==> src/stfl_map.svh <==
// Register offsets, field positions, reset values and thresholds of the tuning error flags
`ifndef STFL_MAP_SVH
`define STFL_MAP_SVH

// ==========================================================================
// Byte offsets of the register words
`define STFL_STATUS_BASE 8'h00
`define STFL_TUNE_BASE 8'h10
`define STFL_UNUSED_BASE 8'h20
`define STFL_MODE_OFS 8'h30
`define STFL_IRQ_STAT_OFS 8'h34
`define STFL_IRQ_MASK_OFS 8'h38

// ==========================================================================
// Field positions inside a status word
`define STFL_RISE_ERR_BIT 9
`define STFL_TUNE_ERR_BIT 10

// ==========================================================================
// Reset values and special setting values
`define STFL_TUNE_RESET 16'h0000
`define STFL_UNUSED_RESET 16'h0000
`define STFL_TUNE_OFF 16'h0000
`define STFL_UNUSED_ON 16'h0001
`define STFL_IRQ_RESET 8'h00

// ==========================================================================
// One degree in measured_temperature units of 0.1 degree
`define STFL_ONE_DEG 17'sh0a

`endif

==> src/stfl_pkg.sv <==
// Types shared by the tuning error flag block
`default_nettype none
package stfl_pkg;
    // Control mode selections
    typedef enum logic [2:0] {
        STFL_STANDARD,
        STFL_HEAT_COOL_NORMAL,
        STFL_HEAT_COOL_EXPANDED,
        STFL_MIX_NORMAL,
        STFL_MIX_EXPANDED
    } stfl_mode_t;

    // Per channel status from the tuning engine
    typedef struct packed {
        logic tuning_active;        // Auto_tuning run in progress
        logic starting_run;         // Run is of the starting type
        logic expect_rise;          // Temperature ought to rise
        logic param_calc_fail;      // Rise parameter not computable
        logic param_change;         // Constants, limiters, cycle, correction, filter changed
        logic auto_to_manual;       // Automatic to manual shift
        logic direction_change;     // Action direction changed
        logic pv_out_of_range;      // Temperature outside measuring range
        logic limiter_unreached;    // Output never met a limiter value
        logic sv_restart;           // Run restarted by target_setpoint change
        logic vibration_start;      // Vibration run started by disturbance
        logic [15:0] measured_temperature; // Signed, 0.1 degree units
    } stfl_chan_in_t;
endpackage : stfl_pkg
`default_nettype wire

==> src/stfl_flags.sv <==
// Tuning error and rise parameter error flags for four channels, Wishbone slave
// Operation
// Set rise error when parameter calculation fails
// Set tuning error on setting changes while tuning
// Set tuning error on temperature out of range
// Set tuning error when output never meets limiter
// Starting run: one degree drop sets error
// Starting run: one degree rise sets error
// Clear on operation mode command falling
// Clear when channel written as unused
// Clear on forced halt command rising
// Clear when tuning setting written zero
// Clear when setpoint change restarts tuning
// Clear when vibration tuning starts
// Rise parameter is gradient plus dead time
// Standard control keeps all four channels
// Mixed control keeps channels three, four only
// Flag reads one when on, zero off
// Bits eleven to fifteen read zero
`timescale 1ns/1ps
`default_nettype none
`include "stfl_map.svh"

module stfl_flags #(
    parameter int CHANNELS = 4 // Channel count
) (
    input wire logic clk,                          // 100 MHz clock
    input wire logic sys_rst,                      // Synchronous reset, high
    input wire logic wb_cyc_i,                     // Bus cycle
    input wire logic wb_stb_i,                     // Strobe
    input wire logic wb_we_i,                      // Write enable
    input wire logic [7:0] wb_adr_i,               // Byte address
    input wire logic [3:0] wb_sel_i,               // Byte lanes
    input wire logic [31:0] wb_dat_i,              // Write data
    output logic [31:0] wb_dat_o,                  // Read data
    output logic wb_ack_o,                         // Acknowledge
    output logic irq,                              // Level interrupt
    input wire logic operation_mode_command,       // High in operation mode
    input wire logic [CHANNELS-1:0] loop_forced_halt_commands, // Forced halt per channel
    input wire stfl_pkg::stfl_chan_in_t [CHANNELS-1:0] chan_in, // Tuning engine status
    output logic [CHANNELS-1:0] rise_param_error,  // Flag copy, b9
    output logic [CHANNELS-1:0] tuning_error       // Flag copy, b10
);
    import stfl_pkg::*;

    // ======================================================================
    // Helpers

    // Channel kept in the given control mode
    function automatic logic chan_enabled(input stfl_mode_t m, input int idx);
        if (m == STFL_STANDARD) begin
            chan_enabled = 1'b1;
        end else if (m == STFL_MIX_NORMAL || m == STFL_MIX_EXPANDED) begin
            chan_enabled = (idx >= 2);
        end else begin
            chan_enabled = 1'b0; // Heating-cooling channels have no such flags
        end
    endfunction : chan_enabled

    // Merge write data into a 16-bit word by byte lane
    function automatic logic [15:0] lane_merge(input logic [15:0] old, input logic [31:0] d,
                                               input logic [3:0] sel);
        lane_merge = old;
        if (sel[0]) begin
            lane_merge[7:0] = d[7:0];
        end
        if (sel[1]) begin
            lane_merge[15:8] = d[15:8];
        end
    endfunction : lane_merge

    // ======================================================================
    // State
    logic [CHANNELS-1:0] rise_err;          // b9 per channel
    logic [CHANNELS-1:0] tune_err;          // b10 per channel
    logic [15:0] tune_setting [CHANNELS];   // tuning_setting_word per channel
    logic [15:0] unused_setting [CHANNELS]; // channel_unused_setting per channel
    stfl_mode_t mode;                       // Control mode selection
    logic [7:0] irq_status;                 // Sticky events, [3:0] b9, [7:4] b10
    logic [7:0] irq_mask;                   // One enables the event
    logic op_mode_q;                        // Previous operation mode command
    logic [CHANNELS-1:0] halt_q;            // Previous halt commands
    logic [CHANNELS-1:0] start_q;           // Previous starting run level
    logic signed [16:0] ref_temp [CHANNELS]; // Temperature at starting run begin

    // Bus decode
    logic bus_req;                          // New request this cycle
    logic bus_wr;                           // Write taken this cycle
    logic [CHANNELS-1:0] wr_tune;           // Write to a tuning setting
    logic [CHANNELS-1:0] wr_unused;         // Write to an unused setting
    logic wr_mode;                          // Write to mode
    logic wr_istat;                         // Write to interrupt status
    logic wr_imask;                         // Write to interrupt mask

    // Per channel events
    logic [CHANNELS-1:0] en;                // Channel kept
    logic [CHANNELS-1:0] set_rise;          // Rise error event
    logic [CHANNELS-1:0] set_tune;          // Tuning error event
    logic [CHANNELS-1:0] drop_hit;          // Fell a degree though rising
    logic [CHANNELS-1:0] climb_hit;         // Rose a degree though falling
    logic [CHANNELS-1:0] clr;               // Any clear cause

    // ======================================================================
    // Address decode; ack is registered so a request is taken once
    always_comb begin
        bus_req = wb_cyc_i && wb_stb_i && !wb_ack_o;
        bus_wr = bus_req && wb_we_i;
        wr_mode = bus_wr && (wb_adr_i == `STFL_MODE_OFS);
        wr_istat = bus_wr && (wb_adr_i == `STFL_IRQ_STAT_OFS);
        wr_imask = bus_wr && (wb_adr_i == `STFL_IRQ_MASK_OFS);
        // One word of each kind per channel, four bytes apart
        for (int i = 0; i < CHANNELS; i++) begin
            wr_tune[i] = bus_wr && (wb_adr_i == `STFL_TUNE_BASE + 8'(4 * i));
            wr_unused[i] = bus_wr && (wb_adr_i == `STFL_UNUSED_BASE + 8'(4 * i));
        end
    end

    // ======================================================================
    // Event and clear causes per channel
    always_comb begin
        for (int i = 0; i < CHANNELS; i++) begin
            logic signed [16:0] pv;
            pv = 17'(signed'(chan_in[i].measured_temperature));
            en[i] = chan_enabled(mode, i);
            // Reference is only valid after the run's first cycle
            drop_hit[i] = chan_in[i].starting_run && start_q[i] && chan_in[i].expect_rise
                && (ref_temp[i] - pv >= `STFL_ONE_DEG);
            climb_hit[i] = chan_in[i].starting_run && start_q[i] && !chan_in[i].expect_rise
                && (pv - ref_temp[i] >= `STFL_ONE_DEG);
            // Gradient and dead time failures both arrive as one fail pulse
            set_rise[i] = en[i] && chan_in[i].tuning_active
                && chan_in[i].param_calc_fail;
            set_tune[i] = en[i] && chan_in[i].tuning_active && (
                chan_in[i].param_change || chan_in[i].auto_to_manual
                || chan_in[i].direction_change
                || chan_in[i].pv_out_of_range
                || chan_in[i].limiter_unreached
                || drop_hit[i] || climb_hit[i]);
            clr[i] = (op_mode_q && !operation_mode_command)
                || (wr_unused[i] && lane_merge(unused_setting[i], wb_dat_i, wb_sel_i)
                    == `STFL_UNUSED_ON)
                || (loop_forced_halt_commands[i] && !halt_q[i])
                || (wr_tune[i] && lane_merge(tune_setting[i], wb_dat_i, wb_sel_i)
                    == `STFL_TUNE_OFF)
                || chan_in[i].sv_restart
                || chan_in[i].vibration_start;
        end
    end

    // ======================================================================
    // Flags: a set in the clear cycle wins so no event is lost
    always_ff @(posedge clk) begin
        if (sys_rst) begin
            rise_err <= '0;
            tune_err <= '0;
        end else begin
            for (int i = 0; i < CHANNELS; i++) begin
                // Channels outside the mode keep no flags
                if (!en[i]) begin
                    rise_err[i] <= 1'b0;
                    tune_err[i] <= 1'b0;
                end else begin
                    if (set_rise[i]) begin
                        rise_err[i] <= 1'b1;
                    end else if (clr[i]) begin
                        rise_err[i] <= 1'b0;
                    end
                    if (set_tune[i]) begin
                        tune_err[i] <= 1'b1;
                    end else if (clr[i]) begin
                        tune_err[i] <= 1'b0;
                    end
                end
            end
        end
    end

    // ======================================================================
    // Edge history of the command inputs
    always_ff @(posedge clk) begin
        if (sys_rst) begin
            // Reset low: no false mode fall; a halt held high through reset reads as a rising edge
            op_mode_q <= 1'b0;
            halt_q <= '0;
            start_q <= '0;
        end else begin
            op_mode_q <= operation_mode_command;
            halt_q <= loop_forced_halt_commands;
            for (int i = 0; i < CHANNELS; i++) begin
                start_q[i] <= chan_in[i].starting_run;
            end
        end
    end

    // ======================================================================
    // Reference temperature caught at the start of a starting run
    always_ff @(posedge clk) begin
        if (sys_rst) begin
            for (int i = 0; i < CHANNELS; i++) begin
                ref_temp[i] <= '0;
            end
        end else begin
            for (int i = 0; i < CHANNELS; i++) begin
                if (chan_in[i].starting_run && !start_q[i]) begin
                    ref_temp[i] <= 17'(signed'(chan_in[i].measured_temperature));
                end
            end
        end
    end

    // ======================================================================
    // Setting words and mode
    always_ff @(posedge clk) begin
        if (sys_rst) begin
            mode <= STFL_STANDARD;
            for (int i = 0; i < CHANNELS; i++) begin
                tune_setting[i] <= `STFL_TUNE_RESET;
                unused_setting[i] <= `STFL_UNUSED_RESET;
            end
        end else begin
            // Only lane 0 carries the mode code
            if (wr_mode && wb_sel_i[0]) begin
                // Undefined codes fall back to standard control
                mode <= (wb_dat_i[2:0] > 3'(STFL_MIX_EXPANDED)) ? STFL_STANDARD
                    : stfl_mode_t'(wb_dat_i[2:0]);
            end
            for (int i = 0; i < CHANNELS; i++) begin
                if (wr_tune[i]) begin
                    tune_setting[i] <= lane_merge(tune_setting[i], wb_dat_i, wb_sel_i);
                end
                if (wr_unused[i]) begin
                    unused_setting[i] <= lane_merge(unused_setting[i], wb_dat_i, wb_sel_i);
                end
            end
        end
    end

    // ======================================================================
    // Interrupt status, write one to clear, set wins
    always_ff @(posedge clk) begin
        if (sys_rst) begin
            irq_status <= `STFL_IRQ_RESET;
            irq_mask <= `STFL_IRQ_RESET;
            irq <= 1'b0;
        end else begin
            irq_status <= (irq_status & ~((wr_istat && wb_sel_i[0]) ? wb_dat_i[7:0] : 8'h00))
                | {set_tune, set_rise};
            if (wr_imask && wb_sel_i[0]) begin
                irq_mask <= wb_dat_i[7:0];
            end
            // Registered, so the line follows status and mask a cycle late
            irq <= |(irq_status & irq_mask);
        end
    end

    // ======================================================================
    // Read path and ack; unmapped reads return zero and still ack
    always_ff @(posedge clk) begin
        if (sys_rst) begin
            wb_ack_o <= 1'b0;
            wb_dat_o <= '0;
        end else begin
            wb_ack_o <= bus_req;
            // Data is caught at the taking edge and holds until the next read
            if (bus_req && !wb_we_i) begin
                wb_dat_o <= '0;
                for (int i = 0; i < CHANNELS; i++) begin
                    if (wb_adr_i == `STFL_STATUS_BASE + 8'(4 * i)) begin
                        wb_dat_o[`STFL_RISE_ERR_BIT] <= rise_err[i];
                        wb_dat_o[`STFL_TUNE_ERR_BIT] <= tune_err[i];
                    end else if (wb_adr_i == `STFL_TUNE_BASE + 8'(4 * i)) begin
                        wb_dat_o[15:0] <= tune_setting[i];
                    end else if (wb_adr_i == `STFL_UNUSED_BASE + 8'(4 * i)) begin
                        wb_dat_o[15:0] <= unused_setting[i];
                    end
                end
                if (wb_adr_i == `STFL_MODE_OFS) begin
                    wb_dat_o[2:0] <= mode;
                end else if (wb_adr_i == `STFL_IRQ_STAT_OFS) begin
                    wb_dat_o[7:0] <= irq_status;
                end else if (wb_adr_i == `STFL_IRQ_MASK_OFS) begin
                    wb_dat_o[7:0] <= irq_mask;
                end
            end
        end
    end

    // ======================================================================
    // Registered flag copies for the control loop
    always_ff @(posedge clk) begin
        if (sys_rst) begin
            rise_param_error <= '0;
            tuning_error <= '0;
        end else begin
            rise_param_error <= rise_err;
            tuning_error <= tune_err;
        end
    end

    // Set causes of each channel
    for (genvar g = 0; g < CHANNELS; g++) begin : g_chk

    end
endmodule : stfl_flags
`default_nettype wire

==> config.mk <==
export PLATFORM = sky130hd
export DESIGN_NAME = stfl_flags
export DESIGN_NICKNAME = d
export VERILOG_FILES = /design/src/stfl_pkg.sv /design/src/stfl_flags.sv
export VERILOG_INCLUDE_DIRS = /design/src
export SDC_FILE = /design/constraint.sdc
export NUM_CORES = 1
export LEC_CHECK = 0
export CAP_MARGIN = 10
export CORE_ASPECT_RATIO = 0.5
export CORE_UTILIZATION = 30
export CTS_BUF_LIST = sky130_fd_sc_hd__clkbuf_16
export DETAILED_ROUTE_END_ITERATION = 16
export DONT_BUFFER_PORTS = 1
export GPL_ROUTABILITY_DRIVEN = 0
export GPL_TIMING_DRIVEN = 0
export PLACE_DENSITY = 0.55
export SLEW_MARGIN = 20
export SYNTH_ARGS = -nofsm -noshare
export SYNTH_HDL_FRONTEND = slang
export SYNTH_SLANG_ARGS = --single-unit
export TNS_END_PERCENT = 100
==> constraint.sdc <==
create_clock -name clk -period 3.2 [get_ports clk]
set_input_delay 0 -clock clk [delete_from_list [all_inputs] [get_ports clk]]
set_output_delay 0 -clock clk [all_outputs]
set_load 0.01 [all_outputs]
==> impl_metrics.csv <==
group,metric,value,unit
status,outcome,"complete, but fails checks",
status,violations,"negative hold slack, negative setup slack",
die,die_h,182,um
placement,place_hpwl,51.2,mm
timing,rsz0062_at_grt,"true",
cells_and_area,final_cells,3307,
worst_setup_path,crit_start,"ref_temp[0][0]",
route,postRouteAntennaNets,0,
die,num_rows,65,
route,viasPerCell,5.63,
global_route,globalRouteTotalUtil,20.1,%
die,chipWidth,361,um
min_path,holdCritPathClass,"input pin to flop",
worst_setup_path,worst_setup_path_end_kind,"flop",
timing,worst_slew_pin_slew,0.976,ns
clock_network,cts_tree,"yes",
power,power_density,395,nW/um^2
global_route,grt_overflow,0,
power,power.static_leakage,8.95,nW
clock_network,clockRootBuffer,"clkbuf_16",
yosys,yosys_warnings,0,
worst_setup_path,r2r_slack,-0.07,ns
worst_setup_path,r2r-start,"ref_temp[0][0]",
timing,period_share,102,%
route,routed_wl,69.3,mm
clock_network,clk_pin_slew,0.07,ns
timing,hold_ws,-0.0363,ns
die,ios,204,
global_route,antenna_found_initial,1,
cells_and_area,num-fill-cells,6508,
yosys,ys_ff_latch,254,
power,clock_power_share,34.4,%
yosys,synth_area,19400,um^2
global_route,grt_pass1_vias,17600,
worst_setup_path,crit_required,3.63,ns
power,combPwrFrac,24.1,%
worst_setup_path,crit_arrival,3.70,ns
route,dr.pass1.iters,6,
cells_and_area,utilization,36.7,%
placement,dpl.cell_count,3107,
cells_and_area,drive_above_1_share,8.87,%
route,route.detailed.drc,0,
min_path,min_from,"wb_we_i",
power,swShare,31.5,%
timing,min_period,3.27,ns
clock_network,cts_num_sinks,254,
power,pwr-share-seq,41.5,%
timing,fmax,0.306,GHz
cells_and_area,stdcell_area,23300,um^2
worst_setup_path,critPathKind,"flop to flop",
worst_setup_path,cp-start-kind,"flop",
yosys,avgSynthCellArea,8.58,um^2
yosys,ys.flop_type,"edfxtp_1",
run,maxCapViolCount,0,
clock_network,clk_path_buf_depth,3,
placement,post_dp_cell_area,20500,um^2
yosys,ys_types,90,
worst_setup_path,path_max_fanout,3,
cells_and_area,area_delta_synth_final,20.1,%
yosys,synth.yosys.seq_area_share,36.2,%
route,route.vias.total,18600,
global_route,grt_max_degree,17,
clock_network,cts.htree.levels,1,
global_route,grt_first_pass_wirelength,104,mm
timing,hold_viol,3,
timing,finClkSkew,0.0221,ns
yosys,synthCells,2255,
route,drt_iter0_markers,1786,
timing,relSlewSlack,34.7,%
power,power.switching,2.89,mW
placement,io_buffers,0,
clock_network,cts-buffers-inserted,29,
route,wire_per_inst,20.9,um
power,internal-power,6.29,mW
die,coreArea,63400,um^2
yosys,synth-async-reset-ratio,0,%
cells_and_area,seq_area,7010,um^2
timing,final-max-slew-violation-count,0,
power,ir_drop,373,uV
die,die_area,65600,um^2
clock_network,clkLatencyLatePin,0.58,ns
die,initial_core_util,30.5,%
timing,setup_violations,7,
timing,layout_setup_ws,-0.0694,ns
yosys,synth_edf_count,192,
cells_and_area,final_nets,2743,
cells_and_area,multiInputGateArea,11500,um^2
[power groups by stage]
| stage | Clock [mW] | Sequential, mW | Combinational, mW |
|---|---|---|---|
| global route | 3.34 | 3.82 | 2.42 |
| finish | 3.16 | 3.81 | 2.22 |
| CTS | 3.21 | 3.80 | 2.07 |
| global placement | 0 | 3.87 | 1.86 |
| floorplan | 0 | 3.82 | 1.43 |
| detailed placement | 0 | 3.87 | 1.87 |
[state kept, by name, indices dropped and copies added, names as in the netlist, 8 cells and up]
name	flops
ref_temp	64
tune_setting	64
unused_setting	64
wb_dat_o	16
irq_mask	8
irq_status	8
[cells by family (layout without fill, tap and decap cells)]
logic type | count (synthesis) | count (layout) | share of synthesized area [%]
buffers and inverters | 330 | 528 | 6.86
adder cells (fa/ha/maj) | 136 | 136 | 9.10
AO/OA/AOI/OAI | 706 | 706 | 24.0
XOR/XNOR | 32 | 32 | 1.45
flip-flops | 254 | 254 | 36.2
other | 1 | 18 | 0.0194
multiplexers | 25 | 25 | 1.32
AND/OR/NAND/NOR | 771 | 771 | 21.1
[path summary, 6_finish.rpt]
check                           cells after the start       endpoint
worst max-delay path                               14  irq_status[4]
worst min register to register                      2    tune_err[1]
worst max register to register                     14  irq_status[4]
worst min-delay path                                5    tune_err[1]
[layout make-up]
cell class	count	area share, %
clock inverters	24	0.538
well taps	837	4.50
inverters	197	3.18
diodes	2	0.0215
clock buffers	30	3.23
repair buffers	150	6.25
flip-flops and latches	254	30.1
plain buffers	127	2.63
multi-input cells	1686	49.5
[layout by cell type (no fill, tap or decap), types with 11 or more instances in the layout]
master and instances:
a211oi_1 25, a21o_1 33, a21oi_1 253, a221o_1 11, a221oi_1 13, a22oi_1 20
a31oi_1 15, and3_1 58, buf_2 20, buf_4 36, clkbuf_1 78, clkbuf_16 30
conb_1 16, dfxtp_1 62, dlygate4sd3_1 128, edfxtp_1 192, ha_1 110, inv_1 195
mux2i_1 20, nand2_1 135, nand2b_1 159, nand3_1 29, nand4_1 20, nor2_1 147
nor2b_1 42, nor3_1 70, nor4_1 14, o211ai_1 15, o21a_1 14, o21ai_0 78
o21ai_1 15, o221ai_1 16, o22ai_1 38, o31ai_1 11, o32ai_1 14, or3_1 12
or4_1 27, xnor2_1 19, xor2_1 13
[what timing repair did]
item,4_1_cts,5_1_grt
endpoints found under the hold margin,142,0
endpoints found under the setup margin,8,33
resized for setup,39,76
setup buffers,8,14
pin swaps,29,44
hold buffers,128,0
[stage by stage]
step	setup TNS [ns]	hold WS [ns]	power [mW]	worst slack, ns
final	-0.279	-0.0363	9.18	-0.0694
after global routing	-1.23	0.0253	9.58	-0.280
after CTS	-0.301	0.00491	9.09	-0.151
after detailed placement	-1.77	0.138	5.74	-0.341
after global placement	-1.65	0.129	5.72	-0.289
after floorplan	0	0.122	5.25	0.244
[routing by layer]
layer / vias up / track usage [%] / share of wire [%]
li1: 8646 / - / -
met5: - / 0 / 0
met2: 787 / 34.7 / 48
met1: 9052 / 26.0 / 42
met3: 125 / 2.96 / 7.0
met4: 0 / 6.08 / 3.3
[critical path, cell delays in order (launching register included)]
cell      delay (ns)
edfxtp_1        0.38
inv_1           0.07
ha_2            0.19
inv_2           0.04
fa_2            0.35
a211o_1         0.31
a21oi_4         0.18
a211oi_1        0.10
or3_1           0.34
a221oi_2        0.22
nand4b_1        0.23
o21ai_2         0.24
a221oi_4        0.12
o211ai_2        0.25
a21oi_1         0.09
[cells in the mapped netlist (all sizes together), types with 21 or more instances]
cell,n,area [um^2]
nor3,73,365
edfxtp,192,5770
or4,28,210
and3,58,363
a21o,33,248
a21oi,263,1340
inv,196,736
ha,128,1600
nor4,21,131
nor2,148,556
o21ai,97,485
nor2b,42,263
o22ai,38,238
buf,41,243
nand2,136,510
a211oi,33,258
nand2b,161,1010
nand3,29,145
clkbuf,92,347
dfxtp,62,1240
Power figures use the tool's default switching activity.
